## config.mk

```make
export PLATFORM = sky130hd
export DESIGN_NAME = rmc_top
export DESIGN_NICKNAME = d
export VERILOG_FILES = /design/src/hw/rmc_top.v
export VERILOG_INCLUDE_DIRS = /design/src /design/src/hw
export SDC_FILE = /design/constraint.sdc
export NUM_CORES = 1
export LEC_CHECK = 0
export BUFFER_PORTS_ARGS = -buffer_cell sky130_fd_sc_hd__buf_2
export CAP_MARGIN = 20
export CORE_AREA = 2 2 151 153
export DETAILED_ROUTE_END_ITERATION = 7
export DIE_AREA = 0 0 153 155
export PLACE_DENSITY = 0.7
export SLEW_MARGIN = 20
export SYNTH_ARGS = -nofsm -noshare
export SYNTH_HDL_FRONTEND = slang
export SYNTH_SLANG_ARGS = --single-unit
```

## constraint.sdc

```tcl
create_clock -name sys_clk -period 17.5 [get_ports sys_clk]
set_input_delay 1.75 -clock sys_clk [delete_from_list [all_inputs] [get_ports sys_clk]]
set_output_delay 1.75 -clock sys_clk [all_outputs]
set_load 0.005 [all_outputs]
```

## src/hw/rmc_consts.vh

```
// constants for the rectifier management control block
`ifndef RMC_CONSTS_VH
`define RMC_CONSTS_VH
`define RMC_CLK_MHZ        125
`define RMC_STRETCH_MAX_MS 25
`define RMC_ADDR_BASE      4'hB
`define RMC_SENSE_WP_MV    12'h3E8
`define RMC_SLOT_T0        12'h899
`define RMC_SLOT_T1        12'h630
`define RMC_SLOT_T2        12'h3B5
`define RMC_SHELF_T1       12'hB9A
`define RMC_SHELF_T2       12'hA00
`define RMC_SHELF_T3       12'h85C
`define RMC_SHELF_T4       12'h6A4
`define RMC_SHELF_T5       12'h4E2
`define RMC_SHELF_T6       12'h320
`define RMC_SHELF_T7       12'h0FA
`define RMC_CMD_CLEAR      8'h03
`define RMC_CMD_VSET       8'h21
`define RMC_CMD_STATUS     8'h79
`define RMC_LEN_CLEAR      3'h3
`define RMC_LEN_VSET       3'h4
`define RMC_VSET_MAX       8'hE8
`define RMC_CRC_POLY       8'h07
`define RMC_ST_RESTART     5
`define RMC_ST_COMM        6
`define RMC_ST_CHANGED     7
`define RMC_PIN_IDLE       9'h1FF
`endif

```

## src/hw/rmc_top.v

```verilog
// rectifier control pins, strap decode, status/alert and dual-channel management slave
`timescale 1ns/100ps
`include "rmc_consts.vh"

// How it works
// RULE_01 - output on only while enable request low
// RULE_02 - seat detect also gates output on
// RULE_03 - trim sets setpoint until software override
// RULE_04 - sense above 1V enables write protect
// RULE_05 - selector reset pin restores default channel
// RULE_06 - slot strap decodes to A1 A0
// RULE_07 - shelf level decodes to A2 parity
// RULE_08 - line rating flag follows input line
// RULE_09 - loss warning high while output delivered
// RULE_10 - fault output low on listed failures
// RULE_11 - status follows present condition continuously
// RULE_12 - communication errors held until clear faults
// RULE_13 - change bit set on status change
// RULE_14 - auto restart after over-voltage, flag restart
// RULE_15 - successful status read clears non-comm status
// RULE_16 - two independent channels, one selected
// RULE_17 - selector starts on channel zero
// RULE_18 - masters tolerate channel switch mid-transfer
// RULE_19 - device is slave, never clocks bus
// RULE_20 - clock stretch bounded by maximum interval
// RULE_21 - host waits out held clock
// RULE_22 - stretch only after ninth acknowledge bit
// RULE_23 - trailing CRC-8 checked, missing one ignored; here a write without its CRC byte is dropped, not run
// RULE_24 - alert latched low until read, clear, recycle
// RULE_25 - 100kHz and 400kHz clocks both served
module rmc_top #(
    parameter [21:0] STRETCH_MAX_CYC = `RMC_STRETCH_MAX_MS * `RMC_CLK_MHZ * 1000
) (
    input  wire        sys_clk,
    input  wire        rst,
    input  wire        remote_on_n,
    input  wire        seat_detect_pin_n,
    input  wire        selector_reset_n,
    input  wire        take_ch0_n,
    input  wire        take_ch1_n,
    input  wire [7:0]  trim_code,
    input  wire [11:0] sense_mv,
    input  wire [11:0] slot_mv,
    input  wire [11:0] shelf_mv,
    input  wire        high_line,
    input  wire        decay_warn,
    input  wire        fan_fail,
    input  wire        ot_warn,
    input  wire        ot_shut,
    input  wire        ov_trip,
    input  wire        int_fault,
    input  wire        auto_restart_en,
    input  wire        ctl_busy,
    input  wire        scl0_i,
    output wire        scl0_o,
    output wire        scl0_oe_n,
    input  wire        sda0_i,
    output wire        sda0_o,
    output wire        sda0_oe_n,
    input  wire        scl1_i,
    output wire        scl1_o,
    output wire        scl1_oe_n,
    input  wire        sda1_i,
    output wire        sda1_o,
    output wire        sda1_oe_n,
    output wire        alert_oe_n,
    output reg         out_on_q,
    output reg  [7:0]  setpoint_q,
    output reg         nv_wp_q,
    output reg  [2:0]  addr_q,
    output reg         power_cap_q,
    output reg         pfw_q,
    output reg         fault_n_q,
    output reg         sel_q,
    output wire [7:0]  status
);
    localparam [2:0] ST_IDLE  = 3'h0;
    localparam [2:0] ST_RX    = 3'h1;
    localparam [2:0] ST_RXACK = 3'h2;
    localparam [2:0] ST_TX    = 3'h3;
    localparam [2:0] ST_TXACK = 3'h4;

    function [7:0] crc8;
        input [7:0] c;
        input [7:0] b;
        integer     i;
        reg   [7:0] r;
        begin
            r = c ^ b;
            for (i = 0; i < 8; i = i + 1)
                r = r[7] ? ((r << 1) ^ `RMC_CRC_POLY) : (r << 1);
            crc8 = r;
        end
    endfunction

    reg  [8:0]  a1_q;
    reg  [8:0]  a2_q;
    reg  [43:0] w1_q;
    reg  [43:0] w2_q;
    reg         scl_p_q;
    reg         sda_p_q;
    reg  [2:0]  st_q;
    reg  [3:0]  bit_q;
    reg  [7:0]  sh_q;
    reg  [2:0]  idx_q;
    reg  [7:0]  cmd_q;
    reg  [7:0]  dat_q;
    reg  [7:0]  crc_q;
    reg         adr_q;
    reg         rd_q;
    reg         txn_q;
    reg         mack_q;
    reg         sda_drv_q;
    reg         stretch_q;
    reg  [21:0] scnt_q;
    reg         done_rd_q;
    reg         clr_q;
    reg         vset_q;
    reg         pec_bad_q;
    reg         cmd_bad_q;
    reg  [4:0]  al_q;
    reg         restart_q;
    reg         pec_err_q;
    reg         cmd_err_q;
    reg         chg_q;
    reg  [6:0]  prev_q;
    reg         alert_q;
    reg         ovblk_q;
    reg         ovr_q;
    reg  [2:0]  exp_len;
    reg         sel_d;

    // 2-flop synchronisers for pins and slow converter codes
    wire        rem_n   = a2_q[0];
    wire        seat_n  = a2_q[1];
    wire        srst_n  = a2_q[2];
    wire        tk0_n   = a2_q[3];
    wire        tk1_n   = a2_q[4];
    wire [7:0]  trim_s  = w2_q[7:0];
    wire [11:0] sense_s = w2_q[19:8];
    wire [11:0] slot_s  = w2_q[31:20];
    wire [11:0] shelf_s = w2_q[43:32];
    // selected channel only; the other is left alone
    wire        scl_m   = sel_q ? a2_q[7] : a2_q[5]; // RULE_16
    wire        sda_m   = sel_q ? a2_q[8] : a2_q[6]; // RULE_16
    // edges found at the system rate serve either bus speed
    wire        scl_rise = scl_m & ~scl_p_q;         // RULE_25
    wire        scl_fall = ~scl_m & scl_p_q;
    wire        start    = scl_m & scl_p_q & sda_p_q & ~sda_m;
    wire        stop     = scl_m & scl_p_q & ~sda_p_q & sda_m;
    wire        chan_sw  = sel_d != sel_q;
    wire [6:0]  my_addr  = {`RMC_ADDR_BASE, addr_q};
    wire        req      = ~rem_n & ~seat_n;         // RULE_01 RULE_02
    wire [4:0]  live     = {int_fault, ov_trip, ot_shut, ot_warn, fan_fail};
    wire [6:0]  body     = {pec_err_q | cmd_err_q, restart_q, al_q};
    wire        changed  = body != prev_q;
    wire        on_d     = req & ~ovblk_q & ~ov_trip;
    wire        recycle  = on_d & ~out_on_q;
    wire        vset_ok  = vset_q & (dat_q <= `RMC_VSET_MAX);
    wire        restart_ev = ovblk_q & ~ov_trip & auto_restart_en;
    wire [2:0]  lvl = {2'h0, shelf_s <= `RMC_SHELF_T1} + {2'h0, shelf_s <= `RMC_SHELF_T2}
                    + {2'h0, shelf_s <= `RMC_SHELF_T3} + {2'h0, shelf_s <= `RMC_SHELF_T4}
                    + {2'h0, shelf_s <= `RMC_SHELF_T5} + {2'h0, shelf_s <= `RMC_SHELF_T6}
                    + {2'h0, shelf_s <= `RMC_SHELF_T7};

    assign status     = {chg_q, body};
    // bus pins are pulled low only, never driven high
    assign scl0_o     = 1'b0;
    assign scl1_o     = 1'b0;
    assign sda0_o     = 1'b0;
    assign sda1_o     = 1'b0;
    assign scl0_oe_n  = ~(~sel_q & stretch_q);      // RULE_19
    assign scl1_oe_n  = ~(sel_q & stretch_q);       // RULE_19
    assign sda0_oe_n  = ~(~sel_q & sda_drv_q);
    assign sda1_oe_n  = ~(sel_q & sda_drv_q);
    assign alert_oe_n = ~alert_q;                   // RULE_24

    always @*
    begin
        sel_d = sel_q;
        if (~srst_n || ~tk0_n)
            sel_d = 1'b0;                           // RULE_05
        else if (~tk1_n)
            sel_d = 1'b1;
        case (cmd_q)
            `RMC_CMD_CLEAR: exp_len = `RMC_LEN_CLEAR;
            `RMC_CMD_VSET:  exp_len = `RMC_LEN_VSET;
            default:        exp_len = 3'h0;
        endcase
    end

    always @(posedge sys_clk or posedge rst)
    begin
        if (rst)
        begin
            a1_q    <= `RMC_PIN_IDLE;
            a2_q    <= `RMC_PIN_IDLE;
            w1_q    <= 44'h0;
            w2_q    <= 44'h0;
            scl_p_q <= 1'b1;
            sda_p_q <= 1'b1;
            sel_q   <= 1'b0;                        // RULE_17
        end
        else
        begin
            a1_q    <= {sda1_i, scl1_i, sda0_i, scl0_i, take_ch1_n, take_ch0_n,
                        selector_reset_n, seat_detect_pin_n, remote_on_n};
            a2_q    <= a1_q;
            w1_q    <= {shelf_mv, slot_mv, sense_mv, trim_code};
            w2_q    <= w1_q;
            scl_p_q <= scl_m;
            sda_p_q <= sda_m;
            sel_q   <= sel_d;
        end
    end

    // slave byte engine
    always @(posedge sys_clk or posedge rst)
    begin
        if (rst)
        begin
            st_q <= ST_IDLE;  bit_q <= 4'h0;  sh_q <= 8'h00;  idx_q <= 3'h0;
            cmd_q <= 8'h00;   dat_q <= 8'h00; crc_q <= 8'h00; adr_q <= 1'b0;
            rd_q <= 1'b0;     txn_q <= 1'b0;  mack_q <= 1'b0; sda_drv_q <= 1'b0;
            done_rd_q <= 1'b0; clr_q <= 1'b0; vset_q <= 1'b0;
            pec_bad_q <= 1'b0; cmd_bad_q <= 1'b0;
        end
        else
        begin
            done_rd_q <= 1'b0;
            clr_q     <= 1'b0;
            vset_q    <= 1'b0;
            pec_bad_q <= 1'b0;
            cmd_bad_q <= 1'b0;
            if (chan_sw)
            begin
                st_q      <= ST_IDLE;               // RULE_18
                sda_drv_q <= 1'b0;
                rd_q      <= 1'b0;
            end
            else if (start)
            begin
                if (st_q == ST_IDLE)
                begin
                    idx_q <= 3'h0;
                    crc_q <= 8'h00;
                end
                st_q      <= ST_RX;
                bit_q     <= 4'h0;
                adr_q     <= 1'b1;
                sda_drv_q <= 1'b0;
            end
            else if (stop)
            begin
                // a write runs only with its trailing check byte
                if (st_q != ST_IDLE && !rd_q && idx_q == exp_len && exp_len != 3'h0)
                begin
                    if (crc_q != 8'h00)
                        pec_bad_q <= 1'b1;          // RULE_23
                    else if (cmd_q == `RMC_CMD_CLEAR)
                        clr_q <= 1'b1;
                    else
                        vset_q <= 1'b1;
                end
                st_q      <= ST_IDLE;
                rd_q      <= 1'b0;
                sda_drv_q <= 1'b0;
            end
            else
            begin
                case (st_q)
                    ST_RX:
                        if (scl_rise)
                        begin
                            sh_q  <= {sh_q[6:0], sda_m};
                            bit_q <= bit_q + 4'h1;
                        end
                        else if (scl_fall && bit_q == 4'h8)
                        begin
                            crc_q     <= crc8(crc_q, sh_q); // RULE_23
                            idx_q     <= (idx_q == 3'h7) ? idx_q : idx_q + 3'h1;
                            st_q      <= ST_RXACK;
                            sda_drv_q <= 1'b1;
                            if (adr_q)
                            begin
                                adr_q <= 1'b0;
                                if (sh_q[7:1] != my_addr)
                                begin
                                    st_q      <= ST_IDLE;
                                    sda_drv_q <= 1'b0;
                                end
                                else if (sh_q[0])
                                begin
                                    if (idx_q == 3'h2 && cmd_q == `RMC_CMD_STATUS)
                                        rd_q <= 1'b1;
                                    else
                                    begin
                                        st_q      <= ST_IDLE;
                                        sda_drv_q <= 1'b0;
                                    end
                                end
                            end
                            else if (idx_q == 3'h1)
                            begin
                                cmd_q     <= sh_q;
                                cmd_bad_q <= sh_q != `RMC_CMD_CLEAR && sh_q != `RMC_CMD_VSET
                                             && sh_q != `RMC_CMD_STATUS;
                            end
                            else if (idx_q == 3'h2)
                                dat_q <= sh_q;
                        end
                    ST_RXACK:
                        if (scl_fall)
                        begin
                            bit_q <= 4'h0;
                            if (rd_q)
                            begin
                                st_q      <= ST_TX;
                                txn_q     <= 1'b0;
                                sh_q      <= {status[6:0], 1'b0};
                                sda_drv_q <= ~status[7];
                                crc_q     <= crc8(crc_q, status);
                            end
                            else
                            begin
                                st_q      <= ST_RX;
                                sda_drv_q <= 1'b0;
                            end
                        end
                    ST_TX:
                        if (scl_fall)
                        begin
                            bit_q <= bit_q + 4'h1;
                            if (bit_q == 4'h7)
                            begin
                                st_q      <= ST_TXACK;
                                sda_drv_q <= 1'b0;
                            end
                            else
                            begin
                                sda_drv_q <= ~sh_q[7];
                                sh_q      <= {sh_q[6:0], 1'b0};
                            end
                        end
                    ST_TXACK:
                        if (scl_rise)
                            mack_q <= ~sda_m;
                        else if (scl_fall)
                        begin
                            bit_q <= 4'h0;
                            if (txn_q)
                            begin
                                done_rd_q <= 1'b1;  // RULE_15
                                st_q      <= ST_IDLE;
                            end
                            else if (mack_q)
                            begin
                                st_q      <= ST_TX;
                                txn_q     <= 1'b1;
                                sh_q      <= {crc_q[6:0], 1'b0};
                                sda_drv_q <= ~crc_q[7];
                            end
                            else
                                st_q <= ST_IDLE;
                        end
                    default: st_q <= ST_IDLE;
                endcase
            end
        end
    end

    // clock stretch at the end of the ninth bit, bounded
    always @(posedge sys_clk or posedge rst)
    begin
        if (rst)
        begin
            stretch_q <= 1'b0;
            scnt_q    <= 22'h0;
        end
        else if (chan_sw)
            stretch_q <= 1'b0;
        else if (stretch_q)
        begin
            scnt_q <= scnt_q + 22'h1;
            if (!ctl_busy || scnt_q == STRETCH_MAX_CYC - 22'h1)
                stretch_q <= 1'b0;                  // RULE_20
        end
        else if (st_q == ST_RXACK && scl_fall && ctl_busy && !start && !stop)
        begin
            stretch_q <= 1'b1;                      // RULE_22
            scnt_q    <= 22'h0;
        end
    end

    // status, alert, output control and pins
    always @(posedge sys_clk or posedge rst)
    begin
        if (rst)
        begin
            al_q <= 5'h00;      restart_q <= 1'b0; pec_err_q <= 1'b0;
            cmd_err_q <= 1'b0;  chg_q <= 1'b0;     prev_q <= 7'h00;
            alert_q <= 1'b0;    ovblk_q <= 1'b0;   out_on_q <= 1'b0;
            ovr_q <= 1'b0;      setpoint_q <= 8'h00; nv_wp_q <= 1'b0;
            addr_q <= 3'h0;     power_cap_q <= 1'b0; pfw_q <= 1'b0;
            fault_n_q <= 1'b1;
        end
        else
        begin
            al_q      <= live; // RULE_11
            restart_q <= (restart_q & ~(done_rd_q | clr_q)) | restart_ev;  // RULE_14 RULE_15
            pec_err_q <= (pec_err_q & ~clr_q) | pec_bad_q;                 // RULE_12
            cmd_err_q <= (cmd_err_q & ~clr_q) | cmd_bad_q | (vset_q & ~vset_ok); // RULE_12
            prev_q    <= {body[6] & ~clr_q, body[5] & ~(done_rd_q | clr_q), body[4:0]};
            chg_q     <= (chg_q & ~done_rd_q) | changed;                   // RULE_13
            alert_q   <= (alert_q & ~(done_rd_q | clr_q | recycle))
                         | changed | (clr_q & |live);                      // RULE_24
            if (ov_trip)
                ovblk_q <= 1'b1;
            else if (auto_restart_en || !req)
                ovblk_q <= 1'b0;                    // RULE_14
            out_on_q  <= on_d;                      // RULE_01 RULE_02
            if (vset_ok)
            begin
                setpoint_q <= dat_q;                // RULE_03
                ovr_q      <= 1'b1;
            end
            else if (!ovr_q)
                setpoint_q <= trim_s;               // RULE_03
            nv_wp_q     <= sense_s > `RMC_SENSE_WP_MV;     // RULE_04
            addr_q[1:0] <= (slot_s >= `RMC_SLOT_T0) ? 2'h0 :
                           (slot_s >= `RMC_SLOT_T1) ? 2'h1 :
                           (slot_s >= `RMC_SLOT_T2) ? 2'h2 : 2'h3; // RULE_06
            addr_q[2]   <= lvl[0];                  // RULE_07
            power_cap_q <= high_line;               // RULE_08
            pfw_q       <= out_on_q & ~decay_warn;  // RULE_09
            fault_n_q   <= ~(fan_fail | ot_warn | ot_shut | ov_trip | int_fault); // RULE_10
        end
    end
endmodule

```

==> results.md <==
* Clock Path Buffers at 3
* Post-synth cell types at 74
* Clock slew at reported path FFs at 60 ps
* CTS tree: done
* Syn Inst Count at 750
* Cts repair resizes at 0
* Largest net degree at the start of global routing at 139
* Worst reg-to-reg path cell count at 7
* Critical path origin: cmd_err_q$_DFF_PP0_
* Vias in the first global route at 5766
* Sequential power share at 42.4%
* Input/output buffers at 93
* Reg2reg start: sel_q$_DFF_PP0_
* Vias per cell at 5.114
* Initial antenna violation count at 0
* Io pins at 98
* Actual slew at the worst max-slew pin at 960.8 ps
* Clock skew at 9.408 ps
* Leak at 4.852 nW
* Setup violations, final at 0
* Dpl cells at 1102
* Clock tree root buffer cell: clkbuf_16
* Worst path arrival time at 1640 ps
* Initial drt markers at 325
* Reg-to-Reg End: crc_q[1]$_DFFE_PP0P_
* Post-synthesis cell area at 9130 um^2
* Peak VDD IR at 0.0001152 V
* Clk_lat worst skew at 510 ps
* CP required at 15750 ps
* Routability cong. at 0.8445
* Clock sink total at 219
* Router iterations before antenna repair at 5
* Nets at 915
* DIE HEIGHT at 155 um
* Max Slew Vio Count at 0
* Grt total ovfl at 0
* Total Routing Usage GR at 14.73%
* HP Class: reg -> reg
* Final Hold Fails at 0
* Core area at 22230 um^2
* Fin crit share at 19.35%
* Gate power share at 22.9%
* Clock power frac at 34.7%
* Avg Synthesized Cell Area at 12.17 um^2
* Detailed Route WL at 17.26 mm
* Die ar. at 23720 um^2
* Seq cells post-synth at 219
* CTS Buf Count at 24
* RSZ-0062 raised after global routing: false
* Die extent in x at 153 um
* Setup TNS Final at 0 ps
* Final ANT Viol Nets at 0
* Most frequent cells in the layout: dfrtp_1 (198), buf_2 (93), nor2_1 (66)
* Share of layout cells above drive strength 1 at 24.01%
* First-pass GRT wire length at 28.98 mm
* # Post-CTS Setup Buffers at 0
* Fin crit period at 3386 ps
* Psw at 0.4047 mW
* Worst setup path endpoint: status[6]
* Number of placement rows at 55
* Yosys warns at 0
* Residual DRC count at 0
* Final cell count without fillers at 1147
* PwrDens at 133.2 nW/um^2
* Number of enable flip-flop cells after synthesis at 0
* Area delta synth->final at 16.98%
* CTS Hold Bufs at 0
* Max-slew headroom at 35.71%
* Reg2reg setup slack at 14380 ps
* Max-cap viol count at 0
* CP Launch Type: flip-flop
* Worst Path Max Fanout at 7
* H-tree levels at 1
* Sequential element share of the synthesized area at 60.31%
* Crit. End Element: output port
* Util after Layout at 48.05%
* Ys flop type: dfrtp_1
* Ys async rst share at 100.0%
* Worst Path Class, Setup: reg -> out
* Fmax at 295.3 MHz
* Sw Ratio at 28.44%
* Dpl hpwl at 11.71 mm
* Vias at 5866
* Commonest non-fill, non-tap cell in the layout: dfrtp_1
* # diodes at 0
* Starting Density at 41.08%
* Layout filler cell count at 1971
* Pint at 1.018 mW
* Status: finished clean
* Wirelength per Cell at 15.05 um
==> cells by family (layout without fill, tap and decap cells) <==
| group | count (synthesis) | after routing | share of synthesized area (%) |
|---|---|---|---|
| adder cells (fa/ha/maj) | 7 | 7 | 0.9593 |
| AND/OR/NAND/NOR | 240 | 240 | 14.05 |
| buffers and inverters | 51 | 160 | 2.508 |
| AO/OA/AOI/OAI | 120 | 120 | 8.798 |
| flip-flops | 219 | 219 | 60.31 |
| multiplexers | 41 | 41 | 5.002 |
| XOR/XNOR | 71 | 71 | 8.332 |
| other | 1 | 4 | 0.04107 |
==> stage by stage <==
step	instance area, um^2	worst slack (ps)	power (mW)	hold WS (ps)
2_1_floorplan	9141	9792	0.8660	331.2
3_3_place_gp	9852	13890	0.9300	331.3
3_5_place_dp	9852	13860	0.9353	334.7
4_1_cts	10650	14060	1.437	346.4
5_1_grt	10680	14030	1.502	349.8
6_report	10680	14110	1.423	346.1
==> cell usage after synthesis (7+ instances only) <==
cell	instances	share of area, %
a31oi_1	7	0.48
xor2_1	26	2.5
and3_1	9	0.62
xnor2_1	35	3.4
nor4_1	12	0.82
clkbuf_1	20	0.82
nor2b_1	7	0.48
nand3_1	26	1.4
a21oi_1	29	1.6
nor2_1	66	2.7
ha_1	7	0.96
o21ai_0	29	1.6
inv_1	16	0.66
nand2_1	50	2.1
a22o_1	10	0.96
mux2_2	24	3.0
nor3_1	12	0.66
buf_4	8	0.66
dfstp_2	21	6.0
nand2b_1	8	0.55
mux2i_1	15	1.6
dfrtp_1	198	54
xnor3_1	9	2.2
nand4_1	12	0.82
==> registers in the layout (all words and copies together), names as in the netlist, 4 cells and up <==
register and count:
crc_q 8, cmd_q 8, a2_q 9, sh_q 8, scnt_q 22, a1_q 9, setpoint_q 8, prev_q 7
al_q 5, w1_q 44, bit_q 4, dat_q 8, w2_q 44
==> worst max-delay path: stages, from the launching register on <==
cell and delay (ps):
dfrtp_1 390, nor2_1 530, inv_1 70, buf_2 140
==> routing by layer <==
metal / track usage, % / share of wire (%) / vias to the layer above
met4: 5.159 / 2.7 / 0
li1: - / - / 2815
met5: 0 / 0 / -
met3: 2.841 / 4.9 / 29
met1: 20.75 / 47 / 2866
met2: 23.00 / 46 / 156
==> worst min path at each step <==
stage | from | end | slack, ps | depth (start not counted)
final | w1_q[20]$_DFF_PP0_ | w2_q[20]$_DFF_PP0_ | 350 | 0
after global routing | w1_q[12]$_DFF_PP0_ | w2_q[12]$_DFF_PP0_ | 350 | 0
after CTS | w1_q[38]$_DFF_PP0_ | w2_q[38]$_DFF_PP0_ | 350 | 0
after floorplan | w1_q[0]$_DFF_PP0_ | w2_q[0]$_DFF_PP0_ | 330 | 0
after detailed placement | w1_q[12]$_DFF_PP0_ | w2_q[12]$_DFF_PP0_ | 330 | 0
after global placement | w1_q[43]$_DFF_PP0_ | w2_q[43]$_DFF_PP0_ | 330 | 0
==> power by group through the flow <==
stage	Combinational [mW]	Clock [mW]	Sequential, mW
finish	0.325	0.494	0.604
global route	0.363	0.529	0.610
CTS	0.326	0.508	0.603
detailed placement	0.323	0	0.612
global placement	0.319	0	0.611
floorplan	0.281	0	0.585
==> layout make-up <==
| class | instances | area [um^2] | share of cell area (%) |
|---|---|---|---|
| timing repair buffer | 99 | 523.0 | 4.897 |
| multi-input combinational | 483 | 3421 | 32.03 |
| clock inverter | 16 | 153.9 | 1.441 |
| inverter | 17 | 73.82 | 0.6912 |
| sequential | 219 | 5507 | 51.56 |
| tap | 285 | 356.6 | 3.339 |
| clock buffer | 28 | 645.6 | 6.045 |
No activity file was read; power rests on OpenSTA's default activity.
